--- config.mk ---
export PLATFORM = sky130hd
export DESIGN_NAME = flash_reset_sequencer
export DESIGN_NICKNAME = d
export VERILOG_FILES = /design/src/core/wait_timer.v /design/src/core/flash_reset_sequencer.v
export VERILOG_INCLUDE_DIRS = /design/src /design/src/pkg
export SDC_FILE = /design/constraint.sdc
export NUM_CORES = 1
export LEC_CHECK = 0
export ABC_AREA = 1
export BUFFER_PORTS_ARGS = -buffer_cell sky130_fd_sc_hd__buf_2
export CAP_MARGIN = 5
export CORE_UTILIZATION = 40
export CTS_CLUSTER_SIZE = 25
export DETAILED_ROUTE_END_ITERATION = 16
export GPL_ROUTABILITY_DRIVEN = 0
export GPL_TIMING_DRIVEN = 0
export SLEW_MARGIN = 10
export SYNTH_ARGS = -nofsm -noshare
export SYNTH_HDL_FRONTEND = slang
export SYNTH_SLANG_ARGS = --single-unit
export TNS_END_PERCENT = 100
--- constraint.sdc ---
create_clock -name sys_clk_i -period 1.8 [get_ports sys_clk_i]
set_input_delay 0.09 -clock sys_clk_i [delete_from_list [all_inputs] [get_ports sys_clk_i]]
set_output_delay 0.09 -clock sys_clk_i [all_outputs]
set_load 0.005 [all_outputs]
--- src/pkg/flash_reset_regs.vh ---
// Purpose: timing constants for the flash reset sequencing controller
// Assumes: 200 MHz system clock, 5 ns period
// Notes:   times in their printed units, cycle counts derived from them
`ifndef FLASH_RESET_REGS_VH
`define FLASH_RESET_REGS_VH

`define CLK_PERIOD_PS                 5000
// supply setup waits, microseconds
`define CORE_SUPPLY_SETUP_TIME_US     300
`define IO_SUPPLY_SETUP_TIME_US       300
// reset low to select, microseconds
`define RESET_LOW_TO_SELECT_TIME_US   35
// reset pulse minimum, nanoseconds
`define RESET_PULSE_MIN_WIDTH_NS      200
// reset release to select, nanoseconds
`define RESET_RELEASE_TO_SELECT_NS    50

// least times round up to whole cycles
`define US_TO_CYC(t) (((t) * 1000000 + `CLK_PERIOD_PS - 1) / `CLK_PERIOD_PS)
`define NS_TO_CYC(t) (((t) * 1000 + `CLK_PERIOD_PS - 1) / `CLK_PERIOD_PS)

`define SUPPLY_SETUP_CYC   `US_TO_CYC(`CORE_SUPPLY_SETUP_TIME_US)
`define RESET_TO_SEL_CYC   `US_TO_CYC(`RESET_LOW_TO_SELECT_TIME_US)
`define RESET_PULSE_CYC    `NS_TO_CYC(`RESET_PULSE_MIN_WIDTH_NS)
`define RELEASE_TO_SEL_CYC `NS_TO_CYC(`RESET_RELEASE_TO_SELECT_NS)

`define TIMER_W 20

`endif

--- src/core/wait_timer.v ---
// Purpose: loadable down counter with a done level
// Assumes: single clock, async active-low reset
// Notes:   done is high while the count is zero
`timescale 1ns/10ps
`default_nettype none
module wait_timer #(
    parameter W = 20
) (
    input  wire         sys_clk_i,
    input  wire         resetn_i,
    input  wire         load_i,     // load a new count
    input  wire [W-1:0] value_i,    // count to load
    output wire         done_o      // count has run out
);
    reg [W-1:0] count_reg;          // remaining cycles

    // ****************************************
    // counter
    // ****************************************
    always @(posedge sys_clk_i or negedge resetn_i) begin
        if (!resetn_i) begin
            count_reg <= {W{1'b0}};
        end else if (load_i) begin
            count_reg <= value_i;
        end else if (count_reg != {W{1'b0}}) begin
            count_reg <= count_reg - {{(W-1){1'b0}}, 1'b1};
        end
    end

    assign done_o = (count_reg == {W{1'b0}});
endmodule // wait_timer
`default_nettype wire

--- src/core/flash_reset_sequencer.v ---
// Purpose: host-side reset and power-up sequencer for a parallel flash
// Assumes: supply good inputs are asynchronous levels; 200 MHz clock
// Notes:   drives the flash reset pin and gates chip select to the access logic
`timescale 1ns/10ps
`default_nettype none
`include "flash_reset_regs.vh"

module flash_reset_sequencer #(
    parameter SUPPLY_SETUP_CYC = `SUPPLY_SETUP_CYC,   // shorten in simulation
    parameter RESET_TO_SEL_CYC = `RESET_TO_SEL_CYC
) (
    input  wire sys_clk_i,
    input  wire resetn_i,
    input  wire core_supply_ok_i,   // core supply above operating minimum
    input  wire io_supply_ok_i,     // io supply above operating minimum
    input  wire reset_req_i,        // request a warm reset, level
    input  wire access_req_i,       // access logic wants chip select low
    input  wire ready_busy_n_i,     // device ready/busy pin, low = busy
    output reg  flash_reset_n_o,    // device reset pin, active low
    output reg  flash_select_n_o,   // device chip select, active low
    output reg  ready_o,            // access path open
    output reg  device_busy_o       // synchronised device busy level
);
    // ****************************************
    // states
    // ****************************************
    localparam S_OFF     = 3'b000;  // supplies down
    localparam S_SUPPLY  = 3'b001;  // supply setup wait
    localparam S_RST_LOW = 3'b010;  // reset pin held low
    localparam S_RST_REC = 3'b011;  // reset released, recovery wait
    localparam S_READY   = 3'b100;  // accesses allowed

    reg [2:0] state_reg;            // sequencer state
    reg [2:0] state_next;
    reg [2:0] sup_meta_reg;         // first stage of supply/busy sync
    reg [2:0] sup_sync_reg;         // second stage
    reg       rst_seen_reg;         // reset asked for during supply wait
    reg       load;                 // reload timer
    reg [`TIMER_W-1:0] load_val;    // value to reload
    wire      t_done;               // timer expired
    wire      supplies_ok;          // both supplies good
    // release-to-select count, cut to the timer width on purpose
    localparam integer REL_CYC = `RELEASE_TO_SEL_CYC;

    // ****************************************
    // synchronisers for pin levels
    // ****************************************
    always @(posedge sys_clk_i or negedge resetn_i) begin
        if (!resetn_i) begin
            sup_meta_reg <= 3'h0;
            sup_sync_reg <= 3'h0;
        end else begin
            sup_meta_reg <= {ready_busy_n_i, io_supply_ok_i, core_supply_ok_i};
            sup_sync_reg <= sup_meta_reg;
        end
    end
    assign supplies_ok = sup_sync_reg[0] & sup_sync_reg[1];

    // ****************************************
    // reset hold length
    // ****************************************
    // the pin stays low for the longer of the requested hold and the
    // minimum pulse, so a shortened hold setting can never hand the
    // device a pulse too short to be honoured
    function [`TIMER_W-1:0] hold_cycles;
        input integer want;         // requested hold in cycles
        integer       longest;      // larger of request and minimum pulse
        begin
            longest     = (want > `RESET_PULSE_CYC) ? want : `RESET_PULSE_CYC;
            hold_cycles = longest[`TIMER_W-1:0];
        end
    endfunction

    wait_timer #(.W(`TIMER_W)) u_timer (
        .sys_clk_i (sys_clk_i),
        .resetn_i  (resetn_i),
        .load_i    (load),
        .value_i   (load_val),
        .done_o    (t_done)
    );

    // ****************************************
    // next state; one timer serves every wait
    // ****************************************
    always @* begin
        state_next = state_reg;
        load       = 1'b0;
        load_val   = {`TIMER_W{1'b0}};
        if (!supplies_ok) begin
            // supply loss restarts the whole power-up sequence; the timer
            // is kept full meanwhile, so the pin stays low a whole pulse
            state_next = S_OFF;
            load       = 1'b1;
            load_val   = hold_cycles(0);
        end else begin
            case (state_reg)
                S_OFF: begin
                    // leave only once the pin has been low a full pulse
                    if (t_done) begin
                        state_next = S_SUPPLY;
                        load       = 1'b1;
                        load_val   = SUPPLY_SETUP_CYC[`TIMER_W-1:0];
                    end
                end
                S_SUPPLY: begin
                    // reset may be low here; device ignores it anyway, but a
                    // request seen at any time in the wait is kept to its end
                    if (t_done) begin
                        if (reset_req_i || rst_seen_reg) begin
                            // 35 us counts from the end of supply waits
                            state_next = S_RST_LOW;
                            load       = 1'b1;
                            load_val   = hold_cycles(RESET_TO_SEL_CYC);
                        end else begin
                            state_next = S_RST_REC;
                            load       = 1'b1;
                            load_val   = REL_CYC[`TIMER_W-1:0];
                        end
                    end
                end
                S_RST_LOW: begin
                    // hold the pin until the pulse has covered the whole
                    // 35 us window, so pulse plus release always suffices
                    if (t_done && !reset_req_i) begin
                        state_next = S_RST_REC;
                        load       = 1'b1;
                        load_val   = REL_CYC[`TIMER_W-1:0];
                    end
                end
                S_RST_REC: begin
                    if (reset_req_i) begin
                        state_next = S_RST_LOW;
                        load       = 1'b1;
                        load_val   = hold_cycles(RESET_TO_SEL_CYC);
                    end else if (t_done) begin
                        state_next = S_READY;
                    end
                end
                S_READY: begin
                    if (reset_req_i) begin
                        state_next = S_RST_LOW;
                        load       = 1'b1;
                        load_val   = hold_cycles(RESET_TO_SEL_CYC);
                    end
                end
                default: begin
                    state_next = S_OFF;
                end
            endcase
        end
    end

    // ****************************************
    // state and registered outputs
    // ****************************************
    always @(posedge sys_clk_i or negedge resetn_i) begin
        if (!resetn_i) begin
            state_reg        <= S_OFF;
            rst_seen_reg     <= 1'b0;
            flash_reset_n_o  <= 1'b0;
            flash_select_n_o <= 1'b1;
            ready_o          <= 1'b0;
            device_busy_o    <= 1'b0;
        end else begin
            state_reg       <= state_next;
            // a request inside the supply wait is remembered to its end
            rst_seen_reg    <= (state_next == S_SUPPLY) &&
                               (reset_req_i || rst_seen_reg);
            // pin stays low in off, low and supply-with-request states;
            // every hold is at least the minimum pulse long
            flash_reset_n_o <= !((state_next == S_OFF) ||
                                 (state_next == S_RST_LOW) ||
                                 ((state_next == S_SUPPLY) &&
                                  (reset_req_i || rst_seen_reg)));
            // select only in ready; leaving ready raises select on the same edge the pin falls,
            // so the first access after any reset is a fresh falling edge
            flash_select_n_o <= !((state_next == S_READY) && access_req_i &&
                                  !reset_req_i);
            ready_o          <= (state_next == S_READY);
            // device busy seen while it runs its reset algorithms
            device_busy_o    <= !sup_sync_reg[2];
        end
    end
endmodule // flash_reset_sequencer
`default_nettype wire

==> results.yml, run 1 <==
sta:
  finalHoldViolations: 0
  fmax_mhz: 574
  setup_viol: 0
  finalSetupTns_ns: 0
  hold_ws_ns: 0.127
  fin_crit_sh: 0.968
  skew_ns: 0.00657
  rsz0062_at_grt: "yes"
  maxSlewHeadroom: 0.486
  layout_min_cycle_time_ns: 1.74
  slew_viol_final: 0
  tightest_slew_ns: 0.771
grt:
  grt.overflow.total: 0
  grt_usage: 0.186
  grt_pass1_vias: 1608
  grt_max_degree: 35
  antenna_found_initial: 0
  grt_pass1_wl_um: 7310
finish:
  syn_to_final_growth_pct: 24.2
  largest_reg_flops: 20
  final_common_cell: "nand2_1"
  diodes: 0
  layout.nets: 291
  drive_above_1_share: 0.311
  layout_common_cells: "nand2_1, dfrtp_1, inv_1, nor2_1, a21oi_1"
  utilization: 0.527
  fill_cells: 452
detailed_routing:
  drtAntennaViolNets: 0
  route.met3.wl_um: 146
  drtPass1Iterations: 4
  wl_met2_um: 2200
  drc: 0
  avgRoutedWirePerCell_um: 12.7
  top_layer: "met4"
  wirelength_um: 4450
  met1_length_um: 2040
  drt_first_iter_violations: 48
  num_vias: 1625
  vias_per_cell: 4.64
critical_path:
  setup.worst_path.end: "u_timer.count_reg[11]"
  critical_path_depth: 12
  rr_startpoint: "u_timer.count_reg[0]"
  crit_path_start: "u_timer.count_reg[0]"
  worst_setup_path_start_kind: "flip-flop"
  slowest_delay_ns: 0.40
  r2r_cells: 12
  rrSetupSlack_ns: 0.06
  crit_required_ns: 1.99
  critPathSlowestCell: "dfrtp_1"
  r2r_end: "u_timer.count_reg[11]"
  path_buf_inv: 2
  critPathTopFamily: "simple AND/OR/NAND/NOR gates"
  crit_type: "flip-flop to flip-flop"
  cp-end-kind: "flip-flop"
  crit_fanout: 10
  crit_arrival_ns: 1.93
  path_cells: "inv_2, ha_4, nand2_2, nor2_4, nand2_2, nor2_4, nand2_4, nand3_4, nor2_2, buf_6, nand2_1, a21oi_2"
flow_run:
  maxCapViolations: 0
pwr:
  combPwrFrac: 0.101
  peakVddDrop_mv: 0.489
  clock_power_share: 0.427
  p_sw_mw: 0.421
  seqPwrFrac: 0.472
  switching_share: 0.251
  p_total_mw: 1.68
  power_density_mw_per_mm2: 661
  p_leak_nw: 1.27
  p_int_mw: 1.26
floorplanning:
  die_area_mm2: 0.00540
  die_h_um: 73.5
  core_area_mm2: 0.00482
  die_w_um: 73.5
  rows: 25
  io_pins: 11
  start_util: 0.424
synthesis:
  seq_area_frac_synth: 0.417
  synth_seq_cells: 34
  yosysUniqueCellTypes: 34
  synth_nets: 257
  syn_inst: 248
  ys.warnings.count: 0
  syn-mean-instance-area_um2: 8.24
  syn_area_mm2: 0.00204
cts:
  cts.sinks: 34
  clkTransAtPathRegs_ns: 0.08
  cts_root_buf: "clkbuf_8"
  clk-insertion-delay-late_ns: 0.30
  cts_max_path_buffers: 2
  h-tree-depth: 2
  cts_tree: "done"
  cts-buffers-inserted: 5
min_path:
  hp-class: "input port to flip-flop"
place:
  port_buffers: 10
  hpwlAfterDp_um: 3130
run_status:
  status: "completed"
[power groups by stage]
stage                     Clock [mW]  Sequential (mW)  Combinational, mW
after global placement             0            0.805              0.134
after detailed placement           0            0.806              0.133
after CTS                      0.734            0.791              0.155
final                          0.717            0.792              0.170
after global routing           0.774            0.793              0.189
after floorplan                    0            0.804             0.0905
[area by class of cell]
type                            instances  area, um2  area share
Timing Repair Buffer                   26        199      0.0784
Buffer                                  2       31.3      0.0123
Sequential cell                        34        855       0.337
Clock inverter                          3       45.0      0.0178
Inverter                               34        135      0.0533
Multi-Input combinational cell        179       1120       0.441
Tap cell                               67       83.8      0.0330
Clock buffer                            5       68.8      0.0271
[cell usage after synthesis]
library cell | n | share of area
dfrtp_1 | 33 | 0.40
or2_2 | 3 | 0.0092
and2_1 | 1 | 0.0031
nor3_2 | 1 | 0.0049
dfstp_2 | 1 | 0.013
xnor2_1 | 4 | 0.017
clkinv_4 | 1 | 0.0043
nor2_8 | 2 | 0.020
o21ai_2 | 1 | 0.0043
nand2_1 | 51 | 0.094
nor3_4 | 1 | 0.0080
nor3b_1 | 1 | 0.0037
buf_6 | 2 | 0.011
nor4_1 | 2 | 0.0061
or2_1 | 2 | 0.0061
a21oi_1 | 16 | 0.039
nor3_1 | 7 | 0.017
nand2_4 | 1 | 0.0055
nand4_1 | 3 | 0.0092
a211oi_1 | 1 | 0.0037
nand4_2 | 1 | 0.0061
nand3_2 | 1 | 0.0049
nand3_4 | 2 | 0.017
xor2_1 | 9 | 0.039
nand3_1 | 7 | 0.017
nand4_4 | 1 | 0.010
nor2_4 | 4 | 0.022
inv_2 | 4 | 0.0073
nand2_2 | 7 | 0.021
nor2_2 | 13 | 0.040
o21ai_0 | 7 | 0.017
inv_1 | 29 | 0.053
ha_1 | 2 | 0.012
nor2_1 | 27 | 0.050
[worst register-to-register path: stages, from the launching register on]
cell,delay [ns]
dfrtp_1,0.40
inv_2,0.11
ha_4,0.15
nand2_2,0.06
nor2_4,0.18
nand2_2,0.10
nor2_4,0.14
nand2_4,0.09
nand3_4,0.08
nor2_2,0.06
buf_6,0.14
nand2_1,0.08
a21oi_2,0.05
[what timing repair did]
action / in CTS / in global routing
setup endpoints to repair: 15 / 20
pin swaps: 1 / 14
setup buffers: 2 / 9
endpoints found under the hold margin: 37 / 0
hold buffers: 5 / 0
gates resized for setup: 5 / 19
gates cloned: 1 / 0
[worst min path at each step]
stage                    from                   end  slack [ns]  cells past startpoint
2_1_floorplan        resetn_i         device_busy_o       -0.21                      0
3_3_place_gp         resetn_i  u_timer.count_reg[9]        0.20                      1
3_5_place_dp   io_supply_ok_i       sup_meta_reg[1]        0.20                      1
4_1_cts           reset_req_i      flash_select_n_o        0.13                      3
5_1_grt           reset_req_i      flash_select_n_o        0.17                      3
6_report          reset_req_i      flash_select_n_o        0.13                      3
[metal layers]
| metal | up-vias | track usage |
|---|---|---|
| met2 | 22 | 0.315 |
| met5 | - | 0 |
| met4 | 0 | 0.0684 |
| li1 | 848 | - |
| met3 | 6 | 0.0549 |
| met1 | 749 | 0.222 |
[metrics by stage]
stage	setup slack, ns	cells	instance area [um2]
2_1_floorplan	0.126	248	2040
3_3_place_gp	-0.110	325	2180
3_5_place_dp	-0.119	325	2180
4_1_cts	-0.0232	341	2390
5_1_grt	-0.0471	350	2540
6_report	0.0580	350	2540
[kinds of logic (layout without fill, tap and decap cells)]
group,after synthesis,count (layout),synth area share
AO/OA/AOI/OAI,25,25,0.0643
adder cells (fa/ha/maj),2,2,0.0122
XOR/XNOR,13,13,0.0557
buffers and inverters,36,70,0.0759
flip-flops,34,34,0.417
AND/OR/NAND/NOR,138,139,0.375
Power figures use the tool's default switching activity.
==> inputs of run 2 (changes only) <==
--- a/config.mk
+++ b/config.mk
@@ -9,11 +9,14 @@
 export ABC_AREA = 1
 export BUFFER_PORTS_ARGS = -buffer_cell sky130_fd_sc_hd__buf_2
 export CAP_MARGIN = 5
+export CELL_PAD_IN_SITES_DETAIL_PLACEMENT = 1
+export CELL_PAD_IN_SITES_GLOBAL_PLACEMENT = 1
 export CORE_UTILIZATION = 40
 export CTS_CLUSTER_SIZE = 25
 export DETAILED_ROUTE_END_ITERATION = 16
 export GPL_ROUTABILITY_DRIVEN = 0
 export GPL_TIMING_DRIVEN = 0
+export PLACE_DENSITY_LB_ADDON = 0.1
 export SLEW_MARGIN = 10
 export SYNTH_ARGS = -nofsm -noshare
 export SYNTH_HDL_FRONTEND = slang
==> run 2 against run 1 <==
Net effect:
- via count up 5.5%
- register-to-register slack about the same
- clock power shrank 15%
- clock skew grew 0.0016 ns
- sequential share of layout area rose by 0.20 points
- non-clock buffer count fell by 1
- core utilization down 0.39 points
- first-iteration DRC count decreased by 21%
- power shrank 5.6%
- combinational power up 6%
- final area decreased by 0.74%
- largest cell class unchanged
- highest routed layer unchanged
==> results.yml, run 2 (same netlist as run 1, synthesis figures left out) <==
run_status:
  status: "completed"
floorplanning:
  io_pins: 11
  rows: 25
  core_area_mm2: 0.00482
  start_util: 0.424
  die_w_um: 73.5
  die_h_um: 73.5
  die_area_mm2: 0.00540
sta:
  finalSetupTns_ns: 0
  fin_crit_sh: 0.964
  setup_viol: 0
  rsz0062_at_grt: "yes"
  maxSlewHeadroom: 0.467
  layout_min_cycle_time_ns: 1.74
  fmax_mhz: 576
  tightest_slew_ns: 0.800
  slew_viol_final: 0
  setup_ws_ns: 0.0644
  skew_ns: 0.00819
  finalHoldViolations: 0
detailed_routing:
  wirelength_um: 5300
  avgRoutedWirePerCell_um: 15.2
  drt_first_iter_violations: 38
  route.met3.wl_um: 87
  wl_met2_um: 2770
  drtAntennaViolNets: 0
  drtPass1Iterations: 4
  vias_per_cell: 4.91
  drc: 0
  num_vias: 1714
  met1_length_um: 2330
  top_layer: "met4"
pwr:
  peakVddDrop_mv: 0.392
  power_density_mw_per_mm2: 629
  p_leak_nw: 1.27
  p_total_mw: 1.58
cts:
  h-tree-depth: 2
  clkTransAtPathRegs_ns: 0.07
  cts-buffers-inserted: 5
  clk-insertion-delay-late_ns: 0.29
  cts.sinks: 34
  cts_max_path_buffers: 2
  cts_tree: "done"
  cts_root_buf: "clkbuf_8"
finish:
  diodes: 0
  largest_reg_flops: 20
  syn_to_final_growth_pct: 23.3
  utilization: 0.523
  final_common_cell: "nand2_1"
  layout.nets: 290
  layout.cells.non_filler: 349
  drive_above_1_share: 0.305
  layout_common_cells: "nand2_1, dfrtp_1, inv_1, nor2_1, a21oi_1"
place:
  placed_cells: 325
  hpwlAfterDp_um: 3630
  place_ws_ns: -0.241
  port_buffers: 10
critical_path:
  path_cells: "inv_2, ha_4, nand2_4, nor2_4, nand2_2, nor2_4, nand2_4, nand3_4, nor2_4, buf_6, nand2_1, a21oi_1"
  r2r_end: "u_timer.count_reg[4]"
  crit_fanout: 5
  rrSetupSlack_ns: 0.06
  worst_setup_path_start_kind: "flip-flop"
  crit_required_ns: 1.97
  crit_path_start: "u_timer.count_reg[1]"
  rr_startpoint: "u_timer.count_reg[1]"
  cp-end-kind: "flip-flop"
  crit_arrival_ns: 1.91
  slowest_delay_ns: 0.40
  setup.worst_path.end: "u_timer.count_reg[4]"
  crit_type: "flip-flop to flip-flop"
  r2r_cells: 12
  critical_path.most_common_cell: "nor2_4"
  critPathSlowestCell: "dfrtp_1"
grt:
  grt_pass1_vias: 1753
  grt_max_degree: 35
  grt_usage: 0.217
  grt_pass1_wl_um: 8470
  grt.overflow.total: 0
  antenna_found_initial: 0
min_path:
  hp-class: "input port to flip-flop"
  worstHoldStart: "reset_req_i"
flow_run:
  maxCapViolations: 0
## run 2: how the worst min path moves through the flow
stage | endpoint | cells after the start
2_1_floorplan | device_busy_o | 0
3_3_place_gp | sup_meta_reg[2] | 1
3_5_place_dp | sup_meta_reg[1] | 1
4_1_cts | flash_select_n_o | 3
5_1_grt | flash_select_n_o | 3
6_report | flash_select_n_o | 3
## run 2: through the flow
step | cell area, um2 | hold slack (ns)
3_5_place_dp | 2180 | 0.200
3_3_place_gp | 2180 | 0.198
2_1_floorplan | 2040 | -0.206
4_1_cts | 2380 | 0.140
6_report | 2520 | 0.144
5_1_grt | 2520 | 0.163
## run 2: report_power, final
| group | internal [mW] | switching, mW | leakage [nW] |
|---|---|---|---|
| Sequential | 0.780 | 0.0119 | 0.442 |
| Clock | 0.308 | 0.303 | 0.0472 |
| Combinational | 0.0679 | 0.113 | 0.777 |
## run 2: critical path: cells and delay by family, from the launching register on
family | cells | cell delay (ns)
buf+inv | 2 | 0.24
flops | 1 | 0.40
compound gates | 1 | 0.05
fa+ha+maj | 1 | 0.17
simple gates | 8 | 0.74
## run 2: per-layer routing
layer | up-vias | track usage
met5 | - | 0
met2 | 16 | 0.405
met4 | 0 | 0.0769
met3 | 6 | 0.0370
met1 | 849 | 0.247
li1 | 843 | -
## run 2: layout make-up
type | count | area, um2
fillers | 621 | 2300
multi-input cells | 179 | 1130
flip-flops and latches | 34 | 853
repair buffers | 25 | 195
inverters | 34 | 133
well taps | 67 | 83.8
clock buffers | 6 | 82.6
plain buffers | 2 | 31.3
clock inverters | 2 | 12.5
## run 2: timing repair
item / CTS / global route
hold endpoints to repair: 37 / 0
pin swaps: 1 / 9
hold buffers: 5 / 0
cloned: 1 / 1
gates resized for setup: 10 / 18
endpoints found under the setup margin: 23 / 21
buffers inserted: 2 / 7
